===== src/rxp_pkg.sv =====
package rxp_pkg;

  localparam logic [7:0] ADDR_CTRL = 8'h00;
  localparam logic [7:0] ADDR_SLEEP = 8'h04;
  localparam logic [7:0] ADDR_LIMIT = 8'h08;
  localparam logic [7:0] ADDR_STATUS = 8'h0c;
  localparam logic [7:0] ADDR_STARTUP = 8'h10;

  localparam int CTRL_POLL_EN_BIT = 0;
  localparam int CTRL_RX_CLR_BIT = 1;
  localparam int SLEEP_VAL_LSB = 0;
  localparam int SLEEP_EXT_BIT = 8;
  localparam int LIM_MIN_LSB = 0;
  localparam int LIM_MAX_LSB = 8;
  localparam int NBIT_LSB = 16;
  localparam int PLL_TIME_LSB = 0;
  localparam int SIG_TIME_LSB = 16;

  localparam logic [4:0] SLEEP_RESET = 5'h01;
  localparam logic [5:0] LIM_MIN_RESET = 6'h0e;
  localparam logic [5:0] LIM_MAX_RESET = 6'h18;
  localparam logic [1:0] NBIT_RESET = 2'h1;
  localparam logic [15:0] PLL_TIME_RESET = 16'h0010;
  localparam logic [15:0] SIG_TIME_RESET = 16'h0010;

  localparam int SLEEP_UNIT = 1024;
  localparam logic [3:0] SLEEP_EXT_X1 = 4'h1;
  localparam logic [3:0] SLEEP_EXT_X8 = 4'h8;
  localparam logic [4:0] CHECKS_PER_BIT_SEL = 5'h06;

  typedef enum logic [2:0] {
    RXP_OFF, RXP_SLEEP, RXP_PLL, RXP_SIG, RXP_CHECK, RXP_RECEIVE
  } rxp_phase_e;

  typedef struct packed {
    logic poll_en;
    logic [4:0] sleep_val;
    logic sleep_extend_sel;
    logic [5:0] lim_min;
    logic [5:0] lim_max;
    logic [1:0] nbit_sel;
    logic [15:0] pll_time;
    logic [15:0] sig_time;
  } rxp_cfg_s;

  typedef struct packed {
    rxp_cfg_s cfg;
    rxp_phase_e phase;
    logic [22:0] sleep_cnt;
    logic [15:0] start_cnt;
    logic [5:0] interval_count_value;
    logic [4:0] pass_cnt;
    logic demod_last;
    logic edge_seen;
    logic [31:0] prdata;
    logic pll_en;
    logic sig_en;
  } rxp_state_s;

endpackage


===== src/rxp_polling.sv =====
`timescale 1ns/100ps
module rxp_polling
  import rxp_pkg::*;
(
  input wire logic pclk,
  input wire logic presetn,
  input wire logic psel,
  input wire logic penable,
  input wire logic pwrite,
  input wire logic [7:0] paddr,
  input wire logic [31:0] pwdata,
  output logic [31:0] prdata,
  output logic pready,
  output logic pslverr,
  input wire logic base_clk_tick,
  input wire logic check_clk_tick,
  input wire logic pll_lock,
  input wire logic demod_out,
  output logic pll_en,
  output logic sig_proc_en,
  output logic rx_active,
  output logic receiving
);

  rxp_state_s s;
  rxp_state_s next_s;

  logic wr_en;
  logic rd_en;
  logic mapped;
  logic [3:0] ext_factor;
  logic [22:0] sleep_target;
  logic [4:0] checks_needed;
  logic edge_now;

  assign wr_en = psel && penable && pwrite;
  assign rd_en = psel && penable && !pwrite;
  assign mapped = (paddr == ADDR_CTRL) || (paddr == ADDR_SLEEP) || (paddr == ADDR_LIMIT) ||
                  (paddr == ADDR_STATUS) || (paddr == ADDR_STARTUP);
  assign pready = 1'b1;
  assign pslverr = psel && penable && !mapped;

  assign ext_factor = s.cfg.sleep_extend_sel ? SLEEP_EXT_X8 : SLEEP_EXT_X1;
  // Sleep length in base clock ticks
  assign sleep_target = 23'(s.cfg.sleep_val) * 23'(SLEEP_UNIT) * 23'(ext_factor);
  assign checks_needed = 5'(s.cfg.nbit_sel) * CHECKS_PER_BIT_SEL;
  assign edge_now = demod_out != s.demod_last;

  always_comb begin
    next_s = s;
    next_s.prdata = 32'h0000_0000;

    if (wr_en) begin
      if (paddr == ADDR_CTRL) begin
        next_s.cfg.poll_en = pwdata[CTRL_POLL_EN_BIT];
      end else if (paddr == ADDR_SLEEP) begin
        next_s.cfg.sleep_val = pwdata[SLEEP_VAL_LSB +: 5];
        next_s.cfg.sleep_extend_sel = pwdata[SLEEP_EXT_BIT];
      end else if (paddr == ADDR_LIMIT) begin
        next_s.cfg.lim_min = pwdata[LIM_MIN_LSB +: 6];
        next_s.cfg.lim_max = pwdata[LIM_MAX_LSB +: 6];
        next_s.cfg.nbit_sel = pwdata[NBIT_LSB +: 2];
      end else if (paddr == ADDR_STARTUP) begin
        next_s.cfg.pll_time = pwdata[PLL_TIME_LSB +: 16];
        next_s.cfg.sig_time = pwdata[SIG_TIME_LSB +: 16];
      end
    end

    if (rd_en) begin
      if (paddr == ADDR_CTRL) begin
        next_s.prdata[CTRL_POLL_EN_BIT] = s.cfg.poll_en;
      end else if (paddr == ADDR_SLEEP) begin
        next_s.prdata[SLEEP_VAL_LSB +: 5] = s.cfg.sleep_val;
        next_s.prdata[SLEEP_EXT_BIT] = s.cfg.sleep_extend_sel;
      end else if (paddr == ADDR_LIMIT) begin
        next_s.prdata[LIM_MIN_LSB +: 6] = s.cfg.lim_min;
        next_s.prdata[LIM_MAX_LSB +: 6] = s.cfg.lim_max;
        next_s.prdata[NBIT_LSB +: 2] = s.cfg.nbit_sel;
      end else if (paddr == ADDR_STATUS) begin
        next_s.prdata[2:0] = 3'(s.phase);
        next_s.prdata[8 +: 5] = s.pass_cnt;
        next_s.prdata[16 +: 6] = s.interval_count_value;
      end else if (paddr == ADDR_STARTUP) begin
        next_s.prdata[PLL_TIME_LSB +: 16] = s.cfg.pll_time;
        next_s.prdata[SIG_TIME_LSB +: 16] = s.cfg.sig_time;
      end
    end

    next_s.demod_last = demod_out;

    case (s.phase)
      RXP_OFF: begin
        next_s.pll_en = 1'b0;
        next_s.sig_en = 1'b0;
        if (s.cfg.poll_en) begin
          next_s.phase = RXP_SLEEP;
          next_s.sleep_cnt = '0;
        end
      end
      RXP_SLEEP: begin
        // Demodulator input is ignored here
        next_s.pll_en = 1'b0;
        next_s.sig_en = 1'b0;
        if (base_clk_tick) begin
          next_s.sleep_cnt = s.sleep_cnt + 23'h000001;
        end
        if (s.sleep_cnt >= sleep_target) begin
          next_s.phase = RXP_PLL;
          next_s.pll_en = 1'b1;
          next_s.start_cnt = '0;
        end
      end
      RXP_PLL: begin
        next_s.pll_en = 1'b1;
        if (pll_lock) begin
          next_s.phase = RXP_SIG;
          next_s.sig_en = 1'b1;
          next_s.start_cnt = '0;
        end
      end
      RXP_SIG: begin
        next_s.start_cnt = s.start_cnt + 16'h0001;
        if (s.start_cnt >= s.cfg.sig_time) begin
          next_s.phase = RXP_CHECK;
          next_s.interval_count_value = '0;
          next_s.pass_cnt = '0;
          next_s.edge_seen = 1'b0;
        end
      end
      RXP_CHECK: begin
        if (checks_needed == 5'h00 || s.pass_cnt >= checks_needed) begin
          next_s.phase = RXP_RECEIVE;
        end else if (edge_now) begin
          if (!s.edge_seen) begin
            // First edge only starts the interval
            next_s.edge_seen = 1'b1;
            next_s.interval_count_value = '0;
          end else if (s.interval_count_value < s.cfg.lim_min) begin
            next_s.phase = RXP_SLEEP;
            next_s.sleep_cnt = '0;
          end else begin
            next_s.pass_cnt = s.pass_cnt + 5'h01;
            next_s.interval_count_value = '0;
          end
        end else if (s.edge_seen && s.interval_count_value >= s.cfg.lim_max) begin
          next_s.phase = RXP_SLEEP;
          next_s.sleep_cnt = '0;
        end else if (s.edge_seen && check_clk_tick) begin
          next_s.interval_count_value = s.interval_count_value + 6'h01;
        end
        if (next_s.phase == RXP_SLEEP) begin
          next_s.pll_en = 1'b0;
          next_s.sig_en = 1'b0;
        end
      end
      RXP_RECEIVE: begin
        if (wr_en && paddr == ADDR_CTRL && pwdata[CTRL_RX_CLR_BIT]) begin
          // Drop the enables with the phase so the active flag never disagrees
          next_s.phase = RXP_OFF;
          next_s.pll_en = 1'b0;
          next_s.sig_en = 1'b0;
        end
      end
      default: begin
        next_s.phase = RXP_OFF;
      end
    endcase

    // Polling disabled drops the sequencer back to idle from any phase except RXP_RECEIVE
    if (!s.cfg.poll_en && s.phase != RXP_RECEIVE && s.phase != RXP_OFF) begin
      next_s.phase = RXP_OFF;
      next_s.pll_en = 1'b0;
      next_s.sig_en = 1'b0;
    end
  end

  always_ff @(posedge pclk or negedge presetn) begin
    if (!presetn) begin
      s <= '0;
      s.phase <= RXP_OFF;
      s.cfg.sleep_val <= SLEEP_RESET;
      s.cfg.lim_min <= LIM_MIN_RESET;
      s.cfg.lim_max <= LIM_MAX_RESET;
      s.cfg.nbit_sel <= NBIT_RESET;
      s.cfg.pll_time <= PLL_TIME_RESET;
      s.cfg.sig_time <= SIG_TIME_RESET;
    end else begin
      s <= next_s;
    end
  end

  assign prdata = s.prdata;
  assign pll_en = s.pll_en;
  assign sig_proc_en = s.sig_en;
  assign rx_active = s.phase == RXP_SIG || s.phase == RXP_CHECK || s.phase == RXP_RECEIVE;
  assign receiving = s.phase == RXP_RECEIVE;

endmodule


===== config.mk =====
export PLATFORM = sky130hd
export DESIGN_NAME = rxp_polling
export DESIGN_NICKNAME = d
export VERILOG_FILES = /design/src/rxp_pkg.sv /design/src/rxp_polling.sv
export SDC_FILE = /design/constraint.sdc
export NUM_CORES = 1
export LEC_CHECK = 0
export ABC_AREA = 0
export BUFFER_PORTS_ARGS = -buffer_cell sky130_fd_sc_hd__buf_2
export CAP_MARGIN = 25
export CORE_MARGIN = 10
export CORE_UTILIZATION = 64
export DETAILED_ROUTE_END_ITERATION = 16
export GPL_TIMING_DRIVEN = 0
export PLACE_DENSITY_LB_ADDON = 0.2
export SYNTH_ARGS = -nofsm -noshare
export SYNTH_HDL_FRONTEND = slang
export SYNTH_SLANG_ARGS = --single-unit

===== constraint.sdc =====
create_clock -name pclk -period 8.9 [get_ports pclk]
set_clock_uncertainty 0.05 [all_clocks]
set_input_delay 0.89 -clock pclk [delete_from_list [all_inputs] [get_ports pclk]]
set_output_delay 0.89 -clock pclk [all_outputs]
set_load 0.02 [all_outputs]

After elaboration in Yosys (flattened, before gate mapping) --
Index checks and enable logic that the tools add are counted.
Storage, ports and cells: flip-flop bits (word level) 142, output and inout port bits 38
Cells by class: add/subtract/negate cells 4, $mul 2, order comparisons 5, eq/ne operators 33, mux-type cells 65, bitwise logic cells 3, reductions and logical operators 40
Operator list (number):
- 32-bit 2-to-1 mux | 7
- 26-bit 2-to-1 mux | 5
- 23-bit 2-to-1 mux | 3
- 23-bit one-hot mux with 3 select lines | 1
- 16-bit one-hot mux with 3 select lines | 1
- 6-bit 2-to-1 mux | 7
- 11-bit 2-to-1 mux | 3
- 3-bit != test, second input constant | 11
- 16-bit 2-to-1 mux | 2
- 31-bit 2-to-1 mux | 1
- 3-bit 2-to-1 mux | 10
- 5-bit 2-to-1 mux | 5
- 23-bit by 1-bit adder with 23-bit output, second input constant | 1
- 23-bit by 19-bit greater-or-equal comparator with 1-bit output | 1
- 11-bit one-hot mux with 2 select lines | 1
- 2-bit != test, second input constant | 9
- 3-bit one-hot mux with 6 select lines | 1
- 16-bit by 1-bit adder with 16-bit output, second input constant | 1
- 8-bit by 4-bit == test with 1-bit output, second input constant | 2
- 16-bit greater-or-equal comparator | 1
- 14-bit 2-to-1 mux | 1
- 2-bit 2-to-1 mux | 6
- 4-bit AND reduction | 3
- 6-bit AND reduction | 2
- other kinds (34) | 67

Longest topological paths before layout --
depth in word-level cells 12, mapped depth 14, depth with buffers taken out 12

Least setup slack after synthesis --
Ideal clock, no wire load.
path kind input port to output port, start point input paddr[1], end point output pslverr, data arrival time 2.139 ns, data required time 7.960 ns, setup slack 5.821 ns, stages 5, buffers on the path 1, path through or4_1 -> nor2_1 -> and2_1 -> clkbuf_1 -> nor3_1
On the way: word-level cells in the longest chain between the ends 7
Ends and longest elaborated chain:
- start: declaration | RTL line rxp_polling.sv:10 | input wire logic [7:0] paddr,
- 8-bit by 3-bit == test with 1-bit output or 8-bit zero test (tied branches) | RTL line rxp_polling.sv:38 | assign mapped = (paddr == ADDR_CTRL) || (paddr == ADDR_SLEEP) || (paddr == ADDR_LIMIT) ||
- 1-bit logical OR (3 in series) | RTL line rxp_polling.sv:38
- 1-bit logical OR (*) | RTL line rxp_polling.sv:39 | (paddr == ADDR_STATUS) || (paddr == ADDR_STARTUP);
- 1-bit zero test (*) | RTL line rxp_polling.sv:41 | assign pslverr = psel && penable && !mapped;
- 1-bit logical AND (*) | RTL line rxp_polling.sv:41
- end: declaration | RTL line rxp_polling.sv:14 | output logic pslverr,
Every way passes the cells marked *; elsewhere a longest branch is shown, timed or not.

Worst setup path in the final report --
Ends and elaborated chain as after synthesis.

==> summary.txt <==
Die
  – Vert. Die Dim: 132 um
  – Die X: 132 um
  – Rows: 40
  – Initial cell density of the core: 66.3%
  – Core area: 0.0122 mm^2
  – Die area: 0.0175 mm^2
  – Num ports: 87

Critical path
  – CP most frequent cell: buf_2
  – Slowest-stage cell, CP: or4_1
  – Crit path kind: in2out
  – Crit-path max FO: 10
  – Buffers and inverters on the worst path: 3
  – Cell breakdown of the critical path: buf_2, or4_1, nor2_1, and2_1, clkbuf_1, nor3_1, buf_2
  – Crit-path leading delay family: simple AND/OR/NAND/NOR gates
  – Crit path launch type: input pin
  – CP arrival: 2.81 ns
  – CP Depth: 7
  – R2R depth: 11
  – CP endpoint kind: primary output
  – CP max stage delay: 0.59 ns
  – CP required: 7.96 ns

STA
  – Tcrit/Tclk final: 42.2%
  – Fmax: 266 MHz
  – Setup TNS: 0 ns
  – Hold Fails Final Rpt: 0
  – Max transition margin: 39.1%
  – RSZ-0062 raised after global routing: no
  – Tmin final: 3.75 ns
  – Tightest Pin Transition: 0.910 ns
  – Final setup viols: 0
  – Pins Over Slew Limit: 0

Clock network
  – CTS tree: yes
  – Post-CTS sizing: 0
  – Number of post-CTS setup repair buffers: 0
  – Clock Sinks: 142
  – Number of H-tree levels: 4
  – Clk slew on worst S/H paths: 0.05 ns
  – CTS buffer count: 17
  – Clk root buf: clkbuf_16
  – CTS Buffer Depth: 2
  – # hold bufs at CTS: 0
  – Clk Latency, worst-skew pair: 0.42 ns

Global routing
  – Global-route usage over all layers: 24.2%
  – Vias in the first global route: 7100
  – Total gr overflow: 0
  – Antenna violations before repair: 1
  – Largest net degree at the start of global routing: 79
  – First-pass GRT wire length: 34.9 mm

Synthesis
  – Largest cells by area after synthesis: dfrtp_1 41%, ha_1 7.8%, mux2_2 4.5%
  – Post-synth top area share: 41.3%
  – Yosys reg bits: 142
  – EDFF count, synth: 0
  – Post-synthesis cell type count: 73
  – Post-synth top area cell: dfrtp_1
  – Synthesized netlist cell count: 824
  – Commonest cells post-synth: 133 x dfrtp_1, 61 x o21ai_0, 59 x nand2_1
  – Synth async-reset ratio: 100%
  – Syn. warnings: 0
  – Seq/Total Area, Yosys: 44.2%
  – Synth Flop Type: dfrtp_1
  – Mean Syn Cell Area: 9.78 um^2
  – Synthesized area: 0.00806 mm^2
  – Most frequent cell after synthesis: dfrtp_1

Pwr
  – Leakage: 4.70 nW
  – Cell Pwr Density: 174 mW/mm^2
  – Maximum VDD drop: 0.120 mV

Placement
  – Placed Area: 0.00873 mm^2
  – Gp weighted congestion: 0.939
  – Post-DP HPWL: 15.3 mm
  – I/O Buffers: 84

Routing
  – DRT Pass-1 Iters: 5
  – Initial DRC Count: 792
  – Post-route antenna net violation count: 0
  – Via density: 6.27
  – Vias: 6962
  – Post-route DRC: 0
  – Wire per inst: 18.9 um
  – Post-Route WL: 21.0 mm

Layout
  – Fillers: 812
  – Nets@finish: 1030
  – Synth-to-Final Area Change: 15.8%
  – Final Instance Area: 0.00933 mm^2
  – Fraction of layout cells with a size suffix above 1: 21.5%
  – Number of antenna diodes: 0

Worst hold path
  – Hold Path Class: in2async

Status
  – Status: finished, final reports clean

Run
  – Max Cap Viol: 0
-- through the flow --
stage | instances | util, % | setup WS [ns] | hold slack (ns) | power [mW]
global placement | 1078 | 71.5 | 4.99 | 0.408 | 0.900
floorplan | 826 | - | 5.82 | 0.389 | 0.831
detailed placement | 1079 | 71.8 | 5.21 | 0.421 | 0.910
finish | 1111 | 76.7 | 5.15 | 0.397 | 1.62
CTS | 1111 | 76.7 | 5.21 | 0.426 | 1.63
global route | 1111 | 76.7 | 5.06 | 0.450 | 1.69
-- layer usage --
layer  GRT usage (%)  share of wire, %  vias up
li1                -                 -     3178
met1            29.4                40     3368
met2            40.2                49      361
met3            5.68               7.8       55
met4            10.3               2.6        0
met5               0                 0        -
-- power breakdown --
| group | switching, mW | total, mW | internal [mW] |
|---|---|---|---|
| clock network | 0.255 | 0.719 | 0.464 |
| registers | 0.0128 | 0.672 | 0.659 |
| logic | 0.153 | 0.233 | 0.0804 |
| total | 0.421 | 1.62 | 1.20 |
-- placed cells by master, fill, tap and decap left out, types with 10 or more instances in the layout --
cell type	n
a211o_1	12
a21oi_1	39
and2_1	10
and3_1	33
buf_2	88
buf_4	33
clkbuf_1	32
clkbuf_16	17
dfrtp_1	133
ha_1	50
inv_1	46
mux2_1	11
mux2_2	32
nand2_1	59
nand3_1	30
nand4_1	11
nor2_1	50
nor3_1	15
o21ai_0	61
o21ai_1	10
-- kinds of logic after synthesis --
family	after synthesis	share of synthesized area, %
compound gates	208	17.2
other cells	2	0.0931
fa+ha+maj	52	8.13
flops	142	44.2
mux	46	6.38
simple gates	255	16.3
buf+inv	112	6.92
xor+xnor	7	0.760
-- flip-flops by register name, summed over array words and instances, names as in the netlist --
register / flops
pll_en: 1
s: 108
prdata: 32
sig_proc_en: 1
-- worst reg2reg max path, stage by stage, from the launching register on --
cell and delay [ns]:
dfrtp_1 0.35, clkbuf_1 0.39, and2_1 0.23, inv_1 0.07, fa_1 0.49, ha_1 0.32, o211ai_1 0.09, a211oi_1 0.47
nor3_2 0.13, a211o_4 0.40, buf_6 0.16, a211o_1 0.29
-- path summary, 6_finish.rpt --
| path | startpoint | to | slack, ns |
|---|---|---|---|
| worst min register to register | s[85] | s[85] | 0.43 |
| worst max register to register | s[135] | s[62] | 5.34 |
| min in group pclk | s[85] | s[85] | 0.43 |
| worst max-delay path | paddr[1] | pslverr | 5.15 |
| worst min-delay path | presetn | s[73] | 0.40 |
| max in group asynchronous | presetn | s[121] | 7.57 |
-- final cells by class --
cell class,count,area [um^2],area share [%]
buffer,66,385,4.13
clock buffer,27,493,5.28
clock inverter,5,106,1.14
inverter,46,173,1.85
multi-input combinational,572,3950,42.3
sequential,142,3560,38.2
tap,168,210,2.25
timing repair buffer,85,454,4.87
Note: power is estimated with default switching activity, not from simulation.
